### src/include/pgpfs_consts.svh
`ifndef PGPFS_CONSTS_SVH
`define PGPFS_CONSTS_SVH

// ==========================================================================
// register bus geometry
`define PGPFS_ADDR_W            8
`define PGPFS_DATA_W            8

// ==========================================================================
// register offsets
`define PGPFS_OFS_DIRECTION     8'h00
`define PGPFS_OFS_OUT_LATCH     8'h01
`define PGPFS_OFS_PIN_LEVEL     8'h02
`define PGPFS_OFS_CONV_CTRL     8'h03
`define PGPFS_OFS_STATUS        8'h04

// ==========================================================================
// field positions
`define PGPFS_LINE0_BIT         0
`define PGPFS_LINE1_BIT         1
`define PGPFS_TRGS_LOW_BIT      0
`define PGPFS_TRGS_HIGH_BIT     1
`define PGPFS_ST_MODE_LSB       0
`define PGPFS_ST_MODE_MSB       2
`define PGPFS_ST_EXPANDED_BIT   3
`define PGPFS_ST_L1FN_LSB       4
`define PGPFS_ST_L1FN_MSB       5
`define PGPFS_ST_L0TRG_BIT      6

// ==========================================================================
// reset values and widths
`define PGPFS_LINES             2
`define PGPFS_MODE_W            3
`define PGPFS_DIR_RESET         2'h0
`define PGPFS_LATCH_RESET       2'h0
`define PGPFS_TRGS_RESET        2'h0
`define PGPFS_TRGS_EXT          2'h3
`define PGPFS_MODE_EXP_LO       3'h4
`define PGPFS_MODE_EXP_HI       3'h6
`define PGPFS_SYNC_W            5
`define PGPFS_RDATA_IDLE        8'h00

`endif

### src/include/pgpfs_pkg.sv
// ==========================================================================
// shared types of the port g low-line pin mux
package pgpfs_pkg;

  // bus-controller mode group, from the mode pins
  typedef enum logic [0:0] {
    PGPFS_GRP_GENERAL,
    PGPFS_GRP_EXPANDED
  } pgpfs_mode_grp_t;

  // current role of line 1
  typedef enum logic [1:0] {
    PGPFS_FN_GP_IN,
    PGPFS_FN_GP_OUT,
    PGPFS_FN_CS3_OUT
  } pgpfs_line_fn_t;

endpackage

### src/core/pgpfs_top.sv
// Behaviour
// - modes 1,2,3,7: line 1 is general input (dir 0) or output (dir 1)
// - modes 4-6: line 1 is general input (dir 0) or chip select 3 (dir 1)
// - line 1 level always goes to the interrupt controller as interrupt 7
// - line 0 is general input (dir 0) or output (dir 1) in every mode
// - line 0 feeds converter trigger only when both trigger-source bits are 1
// - line 0 level always goes to the interrupt controller as interrupt 6
// - pin register reads latch when dir is 1, pin level when dir is 0
//
// Our own choices: the strobed register port and the address map.
`timescale 1ns/1ns
`include "pgpfs_consts.svh"

module pgpfs_top (
  input  wire logic                      clk_in,
  input  wire logic                      reset_n_in,
  // operating mode pins
  input  wire logic [`PGPFS_MODE_W-1:0]  mode_pins_in,
  // chip select 3 from the external bus controller, active low
  input  wire logic                      chip_select_three_n_in,
  // register port
  input  wire logic [`PGPFS_ADDR_W-1:0]  reg_addr_in,
  input  wire logic [`PGPFS_DATA_W-1:0]  reg_wdata_in,
  input  wire logic                      reg_wr_in,
  input  wire logic                      reg_rd_in,
  output logic      [`PGPFS_DATA_W-1:0]  reg_rdata_out,
  // line 1 pin, three signals
  input  wire logic                      port_line_one_in,
  output logic                           port_line_one_out,
  output logic                           port_line_one_oe_out,
  // line 0 pin, three signals
  input  wire logic                      port_line_zero_in,
  output logic                           port_line_zero_out,
  output logic                           port_line_zero_oe_out,
  // to interrupt controller and converter, pin levels (active low events)
  output logic                           ext_interrupt_seven_n_out,
  output logic                           ext_interrupt_six_n_out,
  output logic                           converter_ext_trigger_n_out
);

  // ========================================================================
  // reset release
  logic rst_meta_reg;
  logic rst_n_reg;

  // async assert, release through two flops
  always_ff @(posedge clk_in or negedge reset_n_in) begin
    if (!reset_n_in) begin
      rst_meta_reg <= 1'b0;
      rst_n_reg    <= 1'b0;
    end else begin
      rst_meta_reg <= 1'b1;
      rst_n_reg    <= rst_meta_reg;
    end
  end

  // ========================================================================
  // pin and mode synchronisation
  logic [`PGPFS_SYNC_W-1:0] sync_raw;
  logic [`PGPFS_SYNC_W-1:0] sync_vals;
  logic [`PGPFS_LINES-1:0]  pin_level;
  logic [`PGPFS_MODE_W-1:0] mode_sync;

  // pins and mode straps come from outside the clock domain
  assign sync_raw = {mode_pins_in, port_line_one_in, port_line_zero_in};

  pgpfs_sync u_sync (
    .clk_in   (clk_in),
    .rst_n_in (rst_n_reg),
    .async_in (sync_raw),
    .sync_out (sync_vals)
  );

  assign pin_level = sync_vals[`PGPFS_LINES-1:0];
  assign mode_sync = sync_vals[`PGPFS_SYNC_W-1:`PGPFS_LINES];

  // ========================================================================
  // register decode
  logic hit_dir;
  logic hit_latch;
  logic hit_pin;
  logic hit_conv;
  logic hit_status;
  logic wr_dir;
  logic wr_latch;
  logic wr_conv;

  // unmapped offsets read zero and ignore writes
  assign hit_dir    = (reg_addr_in == `PGPFS_OFS_DIRECTION);
  assign hit_latch  = (reg_addr_in == `PGPFS_OFS_OUT_LATCH);
  assign hit_pin    = (reg_addr_in == `PGPFS_OFS_PIN_LEVEL);
  assign hit_conv   = (reg_addr_in == `PGPFS_OFS_CONV_CTRL);
  assign hit_status = (reg_addr_in == `PGPFS_OFS_STATUS);
  assign wr_dir     = reg_wr_in & hit_dir;
  assign wr_latch   = reg_wr_in & hit_latch;
  assign wr_conv    = reg_wr_in & hit_conv;

  // ========================================================================
  // software registers
  logic [`PGPFS_LINES-1:0] dir_reg;
  logic [`PGPFS_LINES-1:0] latch_reg;
  logic [1:0]              trgs_reg;

  // direction bits, one per line
  always_ff @(posedge clk_in or negedge rst_n_reg) begin
    if (!rst_n_reg) begin
      dir_reg <= `PGPFS_DIR_RESET;
    end else if (wr_dir) begin
      dir_reg <= reg_wdata_in[`PGPFS_LINES-1:0];
    end
  end

  // output latch; pin register itself is read only
  always_ff @(posedge clk_in or negedge rst_n_reg) begin
    if (!rst_n_reg) begin
      latch_reg <= `PGPFS_LATCH_RESET;
    end else if (wr_latch) begin
      latch_reg <= reg_wdata_in[`PGPFS_LINES-1:0];
    end
  end

  // trigger-source bits of the converter control register
  always_ff @(posedge clk_in or negedge rst_n_reg) begin
    if (!rst_n_reg) begin
      trgs_reg <= `PGPFS_TRGS_RESET;
    end else if (wr_conv) begin
      trgs_reg <= {reg_wdata_in[`PGPFS_TRGS_HIGH_BIT], reg_wdata_in[`PGPFS_TRGS_LOW_BIT]};
    end
  end

  // ========================================================================
  // line 1 function selection
  pgpfs_pkg::pgpfs_mode_grp_t mode_grp;
  pgpfs_pkg::pgpfs_line_fn_t  line1_fn;
  logic                       mode_expanded;
  logic                       line1_direction_bit;
  logic                       line0_direction_bit;

  assign line1_direction_bit = dir_reg[`PGPFS_LINE1_BIT];
  assign line0_direction_bit = dir_reg[`PGPFS_LINE0_BIT];

  // modes 4..6 expand the bus; 0 is reserved and treated as general
  assign mode_expanded = (mode_sync >= `PGPFS_MODE_EXP_LO) &&
                         (mode_sync <= `PGPFS_MODE_EXP_HI);
  assign mode_grp      = mode_expanded ? pgpfs_pkg::PGPFS_GRP_EXPANDED
                                       : pgpfs_pkg::PGPFS_GRP_GENERAL;

  // role from mode group and direction bit
  always_comb begin
    case (mode_grp)
      pgpfs_pkg::PGPFS_GRP_GENERAL: begin
        line1_fn = line1_direction_bit ? pgpfs_pkg::PGPFS_FN_GP_OUT
                                       : pgpfs_pkg::PGPFS_FN_GP_IN;
      end
      pgpfs_pkg::PGPFS_GRP_EXPANDED: begin
        line1_fn = line1_direction_bit ? pgpfs_pkg::PGPFS_FN_CS3_OUT
                                       : pgpfs_pkg::PGPFS_FN_GP_IN;
      end
      default: begin
        line1_fn = pgpfs_pkg::PGPFS_FN_GP_IN;
      end
    endcase
  end

  // next pin values; chip select wins over the latch
  logic line1_out_next;
  logic line1_oe_next;
  logic line0_out_next;
  logic line0_oe_next;

  assign line1_out_next = (line1_fn == pgpfs_pkg::PGPFS_FN_CS3_OUT) ?
                          chip_select_three_n_in
                          : latch_reg[`PGPFS_LINE1_BIT];
  assign line1_oe_next  = (line1_fn != pgpfs_pkg::PGPFS_FN_GP_IN);

  // ========================================================================
  // line 0 function selection, same in every mode
  assign line0_out_next = latch_reg[`PGPFS_LINE0_BIT];
  assign line0_oe_next  = line0_direction_bit;

  // trigger passes only with both source bits set, else held inactive high
  logic trig_sel;
  logic trig_next;

  assign trig_sel  = (trgs_reg == `PGPFS_TRGS_EXT);
  assign trig_next = trig_sel ? pin_level[`PGPFS_LINE0_BIT] : 1'b1;

  // ========================================================================
  // pin drivers, all registered so outputs are glitch free
  always_ff @(posedge clk_in or negedge rst_n_reg) begin
    if (!rst_n_reg) begin
      port_line_one_out     <= 1'b0;
      port_line_one_oe_out  <= 1'b0;
      port_line_zero_out    <= 1'b0;
      port_line_zero_oe_out <= 1'b0;
    end else begin
      port_line_one_out     <= line1_out_next;
      port_line_one_oe_out  <= line1_oe_next;
      port_line_zero_out    <= line0_out_next;
      port_line_zero_oe_out <= line0_oe_next;
    end
  end

  // interrupt levels follow the pins whatever the role; a driven pin
  // loops back too, which is why software should not mix roles
  always_ff @(posedge clk_in or negedge rst_n_reg) begin
    if (!rst_n_reg) begin
      ext_interrupt_seven_n_out   <= 1'b1;
      ext_interrupt_six_n_out     <= 1'b1;
      converter_ext_trigger_n_out <= 1'b1;
    end else begin
      ext_interrupt_seven_n_out   <= pin_level[`PGPFS_LINE1_BIT];
      ext_interrupt_six_n_out     <= pin_level[`PGPFS_LINE0_BIT];
      converter_ext_trigger_n_out <= trig_next;
    end
  end

  // ========================================================================
  // readback
  logic [`PGPFS_LINES-1:0] pin_view;

  // per line: latch when driving, synchronised pin otherwise
  genvar gi;
  generate
    for (gi = 0; gi < `PGPFS_LINES; gi = gi + 1) begin : g_view
      assign pin_view[gi] = dir_reg[gi] ? latch_reg[gi] : pin_level[gi];
    end
  endgenerate

  logic [`PGPFS_DATA_W-1:0] status_word;
  logic [`PGPFS_DATA_W-1:0] rdata_next;

  // status: mode pins, group, line 1 role, trigger routing
  assign status_word = {1'b0,
                        trig_sel,
                        line1_fn,
                        mode_expanded,
                        mode_sync};

  // upper bits of narrow registers read zero
  assign rdata_next =
      !reg_rd_in ? `PGPFS_RDATA_IDLE :
      hit_dir    ? {6'h00, dir_reg} :
      hit_latch  ? {6'h00, latch_reg} :
      hit_pin    ? {6'h00, pin_view} :
      hit_conv   ? {6'h00, trgs_reg} :
      hit_status ? status_word :
                   `PGPFS_RDATA_IDLE;

  // data stands only in the cycle after the read strobe
  always_ff @(posedge clk_in or negedge rst_n_reg) begin
    if (!rst_n_reg) begin
      reg_rdata_out <= `PGPFS_RDATA_IDLE;
    end else begin
      reg_rdata_out <= rdata_next;
    end
  end

endmodule // pgpfs_top

### src/core/pgpfs_sync.sv
`timescale 1ns/1ns
`include "pgpfs_consts.svh"

// ==========================================================================
// two-flop synchroniser for pin-level inputs
module pgpfs_sync (
  input  wire logic                     clk_in,
  input  wire logic                     rst_n_in,
  input  wire logic [`PGPFS_SYNC_W-1:0] async_in,
  output logic      [`PGPFS_SYNC_W-1:0] sync_out
);

  logic [`PGPFS_SYNC_W-1:0] meta_reg;

  // first stage read only by the second
  always_ff @(posedge clk_in or negedge rst_n_in) begin
    if (!rst_n_in) begin
      meta_reg <= '0;
      sync_out <= '0;
    end else begin
      meta_reg <= async_in;
      sync_out <= meta_reg;
    end
  end

endmodule // pgpfs_sync

### config.mk
export PLATFORM = sky130hd
export DESIGN_NAME = pgpfs_top
export DESIGN_NICKNAME = d
export VERILOG_FILES = /design/src/include/pgpfs_pkg.sv /design/src/core/pgpfs_top.sv /design/src/core/pgpfs_sync.sv
export VERILOG_INCLUDE_DIRS = /design/src /design/src/include
export SDC_FILE = /design/constraint.sdc
export NUM_CORES = 1
export LEC_CHECK = 0
export BUFFER_PORTS_ARGS = -buffer_cell sky130_fd_sc_hd__buf_2
export CAP_MARGIN = 20
export CORE_MARGIN = 1
export CORE_UTILIZATION = 50
export DETAILED_ROUTE_END_ITERATION = 8
export GPL_ROUTABILITY_DRIVEN = 0
export PLACE_DENSITY = 0.83
export SYNTH_ARGS = -nofsm -noshare
export SYNTH_HDL_FRONTEND = slang
export SYNTH_HIERARCHICAL = 1
export SYNTH_SLANG_ARGS = --single-unit
### constraint.sdc
create_clock -name clk_in -period 2.97 [get_ports clk_in]
set_clock_uncertainty 0.1 [all_clocks]
set_input_delay 0.297 -clock clk_in [delete_from_list [all_inputs] [get_ports clk_in]]
set_output_delay 0.297 -clock clk_in [all_outputs]
set_load 0.005 [all_outputs]
==> results.py, run 1 <==
metrics = {
    "placed_design": {
        "dp_hpwl_mm": 1.53,
        "io_buffers": 33,
    },
    "timing": {
        "tightestPinTransition_ns": 0.556,
        "hold_ws_ns": 0.0477,
        "grt_setup_unrepaired": "false",
        "fmax_ghz": 0.563,
        "setup_viol": 0,
        "fin_crit_ns": 1.77,
        "final_max_slew_viol_count": 0,
        "hold_violations": 0,
        "slew_headroom_pct": 62.6,
        "layout_worst_path_cycle_share_pct": 59.8,
        "tns_ns": 0,
    },
    "setup_path": {
        "timing.rr.end": "port_line_one_out",
        "cp.required_ns": 3.09,
        "reg2reg_slack_ns": 1.64,
        "rr_worst_depth": 3,
        "end_kind": "flop",
        "criticalPathCategory": "in2reg",
        "cp_max_fo": 6,
        "cp_data_arrival_time_ns": 1.89,
        "worstSetupStartpointType": "input pin",
        "rr_startpoint": "u_sync/sync_out[2]",
    },
    "drt": {
        "drtPass1Iterations": 4,
        "wl_per_cell_microns": 13.3,
        "drc": 0,
        "routed_via_density": 5.15,
        "vias": 824,
        "wirelength_mm": 2.13,
        "dr.first_iter.drc_count": 13,
        "antenna_left": 0,
    },
    "clock_tree": {
        "cts_made_buffers": 5,
        "ctsHtreeMaxLevel": 2,
        "cts_sinks": 32,
        "root_buffer": "clkbuf_4",
        "cts_resized": 0,
        "holdBufCountCts": 6,
        "clk_latency_ns": 0.33,
        "cts_tree": "built",
        "clk_pin_slew_ns": 0.09,
        "cts_setup_buffers": 0,
        "clock_path_buffers": 2,
    },
    "pwr": {
        "max-vdd-ir-drop_mv": 0.413,
        "power_density_nw_per_um2": 544,
        "design_power_total_uw": 841,
        "power_leakage_nw": 0.777,
    },
    "synthesis": {
        "syn_inst": 90,
        "avgSynthCellArea_sq_um": 13.4,
        "synth_edf_count": 0,
        "synth_nets": 116,
        "synth_warnings": 6,
        "async_reset_ff_share_pct": 100,
        "synth_area_sq_um": 1210,
        "synth_seq_area_share_pct": 66.6,
        "yosys_register_bits": 32,
        "ys.flop_type": "dfrtp_1",
        "yosys.cell_types.count": 26,
    },
    "grt": {
        "grt_usage_pct": 19.2,
        "grt_pass1_wl_mm": 3.42,
        "grt_max_degree": 31,
        "antenna_found_initial": 0,
        "grt.overflow.total": 0,
        "grt_pass1_vias": 821,
    },
    "final_layout": {
        "n_fill_cell": 171,
        "drive_above_1_share_pct": 43.2,
        "largest_reg_flops": 7,
        "nets": 157,
        "syn_to_final_growth_pct": 27.8,
        "num_antenna_cells": 0,
    },
    "run": {
        "max_cap_violations": 0,
    },
    "floorplan": {
        "start_util_pct": 53.6,
        "dieArea_sq_um": 2620,
        "coreArea_sq_um": 2250,
        "ios": 41,
        "die_w_microns": 51.2,
        "placementRows": 17,
        "die_h_microns": 51.2,
    },
    "hold_path": {
        "holdCritPathClass": "reg2async",
    },
    "run_status": {
        "status": "completed",
    },
}
[cells in the mapped netlist (all sizes together), types with 3 or more instances]
cell / instances / area share, %
clkbuf: 4 / 1.2
dfrtp: 29 / 60
dfstp: 3 / 6.5
inv: 3 / 0.93
mux2: 7 / 7.1
mux2i: 3 / 2.5
nand2: 5 / 1.6
nand2b: 3 / 1.6
nor3: 6 / 2.5
nor4: 4 / 2.1
[metal layers]
| metal | GRT usage [%] | up-vias | part of all wire [%] |
|---|---|---|---|
| li1 | - | 396 | - |
| met5 | 0 | - | 0 |
| met1 | 19.6 | 400 | 40 |
| met4 | 9.26 | 0 | 1.7 |
| met3 | 8.93 | 6 | 5.0 |
| met2 | 32.9 | 22 | 54 |
[cell usage in the layout, fill, tap and decap left out]
master and count:
buf_2 33, nor3b_1 1, buf_16 1, nor3_1 6, or4_4 2, nor4bb_1 2, mux2_2 5, a21oi_1 2
dfstp_2 3, dfrtp_1 29, nand3b_1 1, or4b_1 1, nor4_1 4, nor2_1 2, mux2_4 2, bufinv_16 1
mux2i_1 3, nand2_1 5, clkbuf_4 5, nand2b_1 3, a211oi_1 2, dlygate4sd3_1 6, or2_2 2, clkinv_2 1
conb_1 2, or3_1 1, o221a_2 2, inv_1 3, clkbuf_1 1, a21boi_0 1
[critical path, cell delays in order]
cell and delay, ns:
buf_2 0.10, or4_4 0.56, nor4_1 0.54, mux2_2 0.40
[logic make-up (layout without fill, tap and decap cells)]
kind of cell | Yosys count | in the layout | share of synthesized area [%]
flops | 32 | 32 | 66.6
simple gates | 30 | 30 | 15.4
mux | 10 | 10 | 9.63
buf+inv | 9 | 51 | 3.21
compound gates | 7 | 7 | 4.55
other cells | 2 | 2 | 0.621
[through the flow]
step,worst slack (ns),utilization (%),area [sq um],instances
global placement,0.886,61.3,1380,145
global route,1.16,68.5,1550,160
floorplan,1.10,-,1210,90
finish,1.20,68.5,1550,160
detailed placement,0.829,61.3,1380,145
CTS,1.18,67.3,1520,159
[worst max-delay path by stage]
| stage | from | to | slack, ns | depth (start not counted) |
|---|---|---|---|---|
| 2_1_floorplan | reg_addr_in[3] | trgs_reg[0] | 1.10 | 3 |
| 3_3_place_gp | reg_addr_in[3] | dir_reg[1] | 0.89 | 4 |
| 3_5_place_dp | reg_addr_in[3] | dir_reg[0] | 0.83 | 4 |
| 4_1_cts | reg_addr_in[3] | dir_reg[0] | 1.18 | 4 |
| 5_1_grt | reg_addr_in[3] | dir_reg[0] | 1.16 | 4 |
| 6_report | reg_addr_in[3] | dir_reg[0] | 1.20 | 4 |
[power by group]
part	total (mW)	internal, mW	switching (mW)
combinational	0.0633	0.0336	0.0298
clock	0.314	0.176	0.138
sequential	0.464	0.453	0.0113
[cell type report]
class	instances	area [sq um]	area share, %
Clock inverter	2	35.0	2.27
Sequential cell	32	805	52.1
Timing Repair Buffer	40	253	16.4
Clock buffer	6	41.3	2.67
Inverter	3	11.3	0.729
Multi-Input combinational cell	49	365	23.6
Tap cell	28	35.0	2.27
(Power assumes the default switching activity.)
==> run 2: changes to the inputs <==
CORE_UTILIZATION = 43   (was 50)
PLACE_DENSITY = 0.76   (was 0.83)
clock period = 1.6 ns   (was 2.97 ns; I/O delays follow)
==> run 2 against run 1 <==
Net effect:
- largest power group unchanged
- worst setup slack worse by 1.1 ns
- combinational power up 110%
- non-clock buffer count is 10 higher
- largest cell class unchanged
- core utilization fell by 5.1 points
==> results.py, run 2 (synthesis results as in run 1) <==
metrics = {
    "clock_tree": {
        "cts_made_buffers": 5,
        "cts_setup_buffers": 0,
        "cts_tree": "built",
        "clk_pin_slew_ns": 0.09,
        "clock_path_buffers": 2,
        "cts_sinks": 32,
        "clk_latency_ns": 0.32,
        "ctsHtreeMaxLevel": 2,
        "holdBufCountCts": 9,
        "cts_resized": 0,
        "root_buffer": "clkbuf_4",
    },
    "grt": {
        "grt_pass1_wl_mm": 3.82,
        "antenna_found_initial": 0,
        "grt_util_met3_pct": 6.28,
        "grt_usage_pct": 18.7,
        "use_met1_pct": 21.9,
        "grt.busiest_layer": "met2",
        "grt_pass1_vias": 883,
        "use_met2_pct": 30.1,
        "grt.overflow.total": 0,
        "grt_max_degree": 17,
    },
    "drt": {
        "wl_per_cell_microns": 12.8,
        "drtPass1Iterations": 4,
        "antenna_left": 0,
        "vias": 850,
        "drc": 0,
        "routed_via_density": 4.94,
        "wirelength_mm": 2.19,
        "dr.first_iter.drc_count": 16,
    },
    "final_layout": {
        "largest_reg_flops": 7,
        "utilization_pct": 63.5,
        "nets": 167,
        "syn_to_final_growth_pct": 34.8,
        "drive_above_1_share_pct": 45.8,
        "layout_common_cells": "buf_2, dfrtp_1, dlygate4sd3_1",
        "num_antenna_cells": 0,
        "n_fill_cell": 204,
        "final_cell_count_no_fill": 172,
        "layout_commonest_cell": "buf_2",
    },
    "floorplan": {
        "placementRows": 18,
        "start_util_pct": 47.1,
        "dieArea_sq_um": 3030,
        "coreArea_sq_um": 2570,
        "die_w_microns": 55.0,
        "die_h_microns": 55.0,
        "ios": 41,
    },
    "setup_path": {
        "cp_max_fo": 6,
        "worstPathCellList": "buf_2 > or4_4 > nor4_1 > buf_4 > mux2_2",
        "worst_path_max_delay_cell": "or4_4",
        "cp.required_ns": 1.71,
        "worstSetupStartpointType": "input pin",
        "cp.buffers_inverters": 2,
        "end_kind": "flop",
        "cp_data_arrival_time_ns": 1.64,
        "max_stage_delay_ns": 0.56,
        "critPathTopFamily": "simple AND/OR/NAND/NOR gates",
        "criticalPathCategory": "in2reg",
    },
    "timing": {
        "fin_ws_ns": 0.0644,
        "hold_ws_ns": 0.0349,
        "layout_worst_path_cycle_share_pct": 96.0,
        "fmax_ghz": 0.651,
        "setup_viol": 0,
        "hold_violations": 0,
        "final_max_slew_viol_count": 0,
        "grt_setup_unrepaired": "false",
        "fin_crit_ns": 1.54,
    },
    "pwr": {
        "power_density_nw_per_um2": 1020,
        "max-vdd-ir-drop_mv": 0.622,
        "power_leakage_nw": 0.825,
    },
    "placed_design": {
        "dp_cells": 155,
        "io_buffers": 33,
        "place_ws_ns": -0.274,
        "dp_hpwl_mm": 1.59,
    },
    "hold_path": {
        "holdCritPathClass": "in2async",
    },
    "run_status": {
        "status": "completed",
    },
    "run": {
        "max_cap_violations": 0,
    },
}
run 2: report_power, final:
part	total, mW	switching [mW]	internal, mW	leakage, nW
combinational	0.130	0.0600	0.0700	0.367
sequential	0.858	0.0175	0.840	0.407
clock	0.678	0.263	0.415	0.0515
run 2: per-stage QoR:
step / cell area, sq um / total power [mW] / setup TNS [ns]
finish: 1630 / 1.67 / 0
global route: 1630 / 1.74 / 0
CTS: 1630 / 1.69 / 0
detailed placement: 1440 / 0.988 / -1.89
global placement: 1440 / 0.983 / -1.89
floorplan: 1210 / 0.930 / -0.484
run 2: worst paths after layout:
check                      depth (start not counted)           start  slack [ns]                         to
max                                                5  reg_addr_in[3]        0.06                 dir_reg[0]
min                                                2      reset_n_in        0.03               rst_meta_reg
max reg2reg                                        3    latch_reg[1]        0.32           reg_rdata_out[1]
min reg2reg                                        1       rst_n_reg        0.11         u_sync/sync_out[3]
max in group asynchronous                          1       rst_n_reg        1.05  ext_interrupt_seven_n_out
min in group clk_in                                3  reg_addr_in[6]        0.10           reg_rdata_out[0]
run 2: layer usage:
metal,vias to the layer above,share of wire [%]
met5,-,0
met4,0,0.59
met3,2,7.1
met2,31,48
met1,404,44
li1,413,-
run 2: layout make-up:
type / count / area (sq um) / area share (%)
sequential: 32 / 805 / 49.4
multi-input combinational: 49 / 365 / 22.4
timing repair buffer: 50 / 315 / 19.4
clock buffer: 7 / 65.1 / 3.99
tap: 30 / 37.5 / 2.30
clock inverter: 1 / 30.0 / 1.84
inverter: 3 / 11.3 / 0.691
==> run 3: changes to the inputs <==
BUFFER_PORTS_ARGS = -buffer_cell sky130_fd_sc_hd__clkbuf_2   (was -buffer_cell sky130_fd_sc_hd__buf_2)
RECOVER_POWER = 100   (was default)
==> run 3 against run 2 <==
Net effect:
- highest routed layer unchanged
- critical path type unchanged
- via count is 2.9% higher
- largest cell class unchanged
- combinational power hardly changed
- clock power hardly changed
- register-to-register slack worse by 0.04 ns
- final cell count is 0.58% higher
- non-clock buffer count is 1 higher
- sequential share of layout area is 0.81 points higher
- wire length is 5.4% higher
- worst setup slack worse by 0.022 ns
- core utilization is 1.0 points lower
- critical path depth is 1 lower
==> results.py, run 3 (synthesis results as in run 1) <==
metrics = {
    "clock_tree": {
        "clk_pin_slew_ns": 0.09,
        "cts_made_buffers": 5,
        "cts_tree": "built",
        "ctsHtreeMaxLevel": 2,
        "cts_sinks": 32,
        "root_buffer": "clkbuf_4",
        "holdBufCountCts": 9,
        "cts_resized": 0,
        "cts_setup_buffers": 0,
        "clock_path_buffers": 2,
        "clk_latency_ns": 0.33,
    },
    "hold_path": {
        "holdCritPathClass": "in2async",
    },
    "final_layout": {
        "n_fill_cell": 220,
        "regArea_sq_um": 805,
        "multiInputGateArea_sq_um": 362,
        "fin_area_sq_um": 1600,
        "syn_to_final_growth_pct": 32.6,
        "drive_above_1_share_pct": 34.3,
        "largest_reg_flops": 7,
        "num_antenna_cells": 0,
        "nets": 168,
        "layout_common_cells": "dfrtp_1, clkbuf_2, clkbuf_1",
        "layout_commonest_cell": "dfrtp_1",
    },
    "drt": {
        "dr.first_iter.drc_count": 16,
        "wl_per_cell_microns": 13.4,
        "routed_via_density": 5.06,
        "drc": 0,
        "antenna_left": 0,
        "vias": 875,
        "drtPass1Iterations": 6,
        "wirelength_mm": 2.31,
    },
    "grt": {
        "grt.overflow.total": 0,
        "grt_usage_pct": 18.5,
        "grt_pass1_vias": 831,
        "grt_pass1_wl_mm": 3.64,
        "grt_max_degree": 17,
        "antenna_found_initial": 0,
    },
    "pwr": {
        "switching_share_pct": 20.6,
        "design_power_total_mw": 1.66,
        "power_leakage_nw": 0.768,
        "intPower_mw": 1.32,
        "max-vdd-ir-drop_mv": 0.941,
        "pwr-share-seq_pct": 51.6,
        "p_sw_uw": 342,
        "power_density_nw_per_um2": 1040,
        "p_clk_share_pct": 40.7,
        "pwr-share-comb_pct": 7.7,
    },
    "timing": {
        "setup_viol": 0,
        "final_max_slew_viol_count": 0,
        "tightestPinTransition_ns": 0.800,
        "layout_worst_path_cycle_share_pct": 97.3,
        "hold_violations": 0,
        "fin_crit_ns": 1.56,
        "slew_headroom_pct": 46.7,
        "fmax_ghz": 0.642,
        "fin_ws_ns": 0.0426,
        "grt_setup_unrepaired": "false",
        "hold_ws_ns": 0.0272,
    },
    "placed_design": {
        "place_ws_ns": -0.271,
        "dp_hpwl_mm": 1.67,
        "io_buffers": 33,
        "placed_cell_area_sq_um": 1450,
    },
    "setup_path": {
        "reg2reg_slack_ns": 0.28,
        "cp_data_arrival_time_ns": 1.67,
        "end_kind": "flop",
        "cp_max_fo": 6,
        "cp.required_ns": 1.71,
        "worstSetupStartpointType": "input pin",
        "rr_worst_depth": 3,
        "criticalPathCategory": "in2reg",
    },
    "floorplan": {
        "dieArea_sq_um": 3030,
        "placementRows": 18,
        "ios": 41,
        "start_util_pct": 47.1,
        "die_w_microns": 55.0,
        "coreArea_sq_um": 2570,
        "die_h_microns": 55.0,
    },
    "run_status": {
        "status": "completed",
    },
    "run": {
        "max_cap_violations": 0,
    },
}
==> run 3: changes by cell type in the layout (fill, tap and decap cells not counted) <==
cell / before / now
buf_4: 8 / 5
clkbuf_2: 0 / 21
buf_2: 33 / 0
clkbuf_1: 0 / 15
buf_1: 0 / 1
mux2_1: 0 / 1
mux2_4: 2 / 1
==> run 3: per-layer routing <==
layer | track usage, % | wire length (microns)
met1 | 20.6 | 978
met4 | 7.50 | 25
met3 | 8.20 | 167
met2 | 30.7 | 1140
met5 | 0 | 0
==> run 3: final timing paths <==
path | start | end
max | reg_addr_in[3] | trgs_reg[1]
min | reset_n_in | rst_meta_reg
max reg2reg | latch_reg[0] | reg_rdata_out[0]
min reg2reg | u_sync/meta_reg[4] | u_sync/sync_out[4]
max in group asynchronous | rst_n_reg | reg_rdata_out[6]
min in group clk_in | reg_addr_in[6] | reg_rdata_out[0]
==> run 3: power groups by stage <==
stage / Combinational (mW) / Sequential, mW / Clock [mW]
finish: 0.128 / 0.859 / 0.678
floorplan: 0.0499 / 0.880 / 0
CTS: 0.133 / 0.859 / 0.699
global placement: 0.112 / 0.873 / 0
detailed placement: 0.116 / 0.875 / 0
global route: 0.143 / 0.863 / 0.730
==> run 3: final cells by class <==
class	instances	area share, %
Clock inverter	1	1.87
Tap cell	30	2.34
Clock buffer	7	4.06
Sequential cell	32	50.2
Timing Repair Buffer	51	18.3
Inverter	3	0.703
Multi-Input combinational cell	49	22.6
==> run 3: stage by stage <==
step	setup TNS, ns	std cells	utilization [%]
after floorplan	-0.484	90	-
after global placement	-1.65	156	56.5
after detailed placement	-1.89	156	56.5
after CTS	0	173	63.7
after global routing	0	173	62.4
final	0	173	62.4
==> run 3: worst max-delay path, cell delays in order <==
cell and delay, ns:
clkbuf_2 0.08, or4_4 0.57, or4_4 0.52, mux2_1 0.34
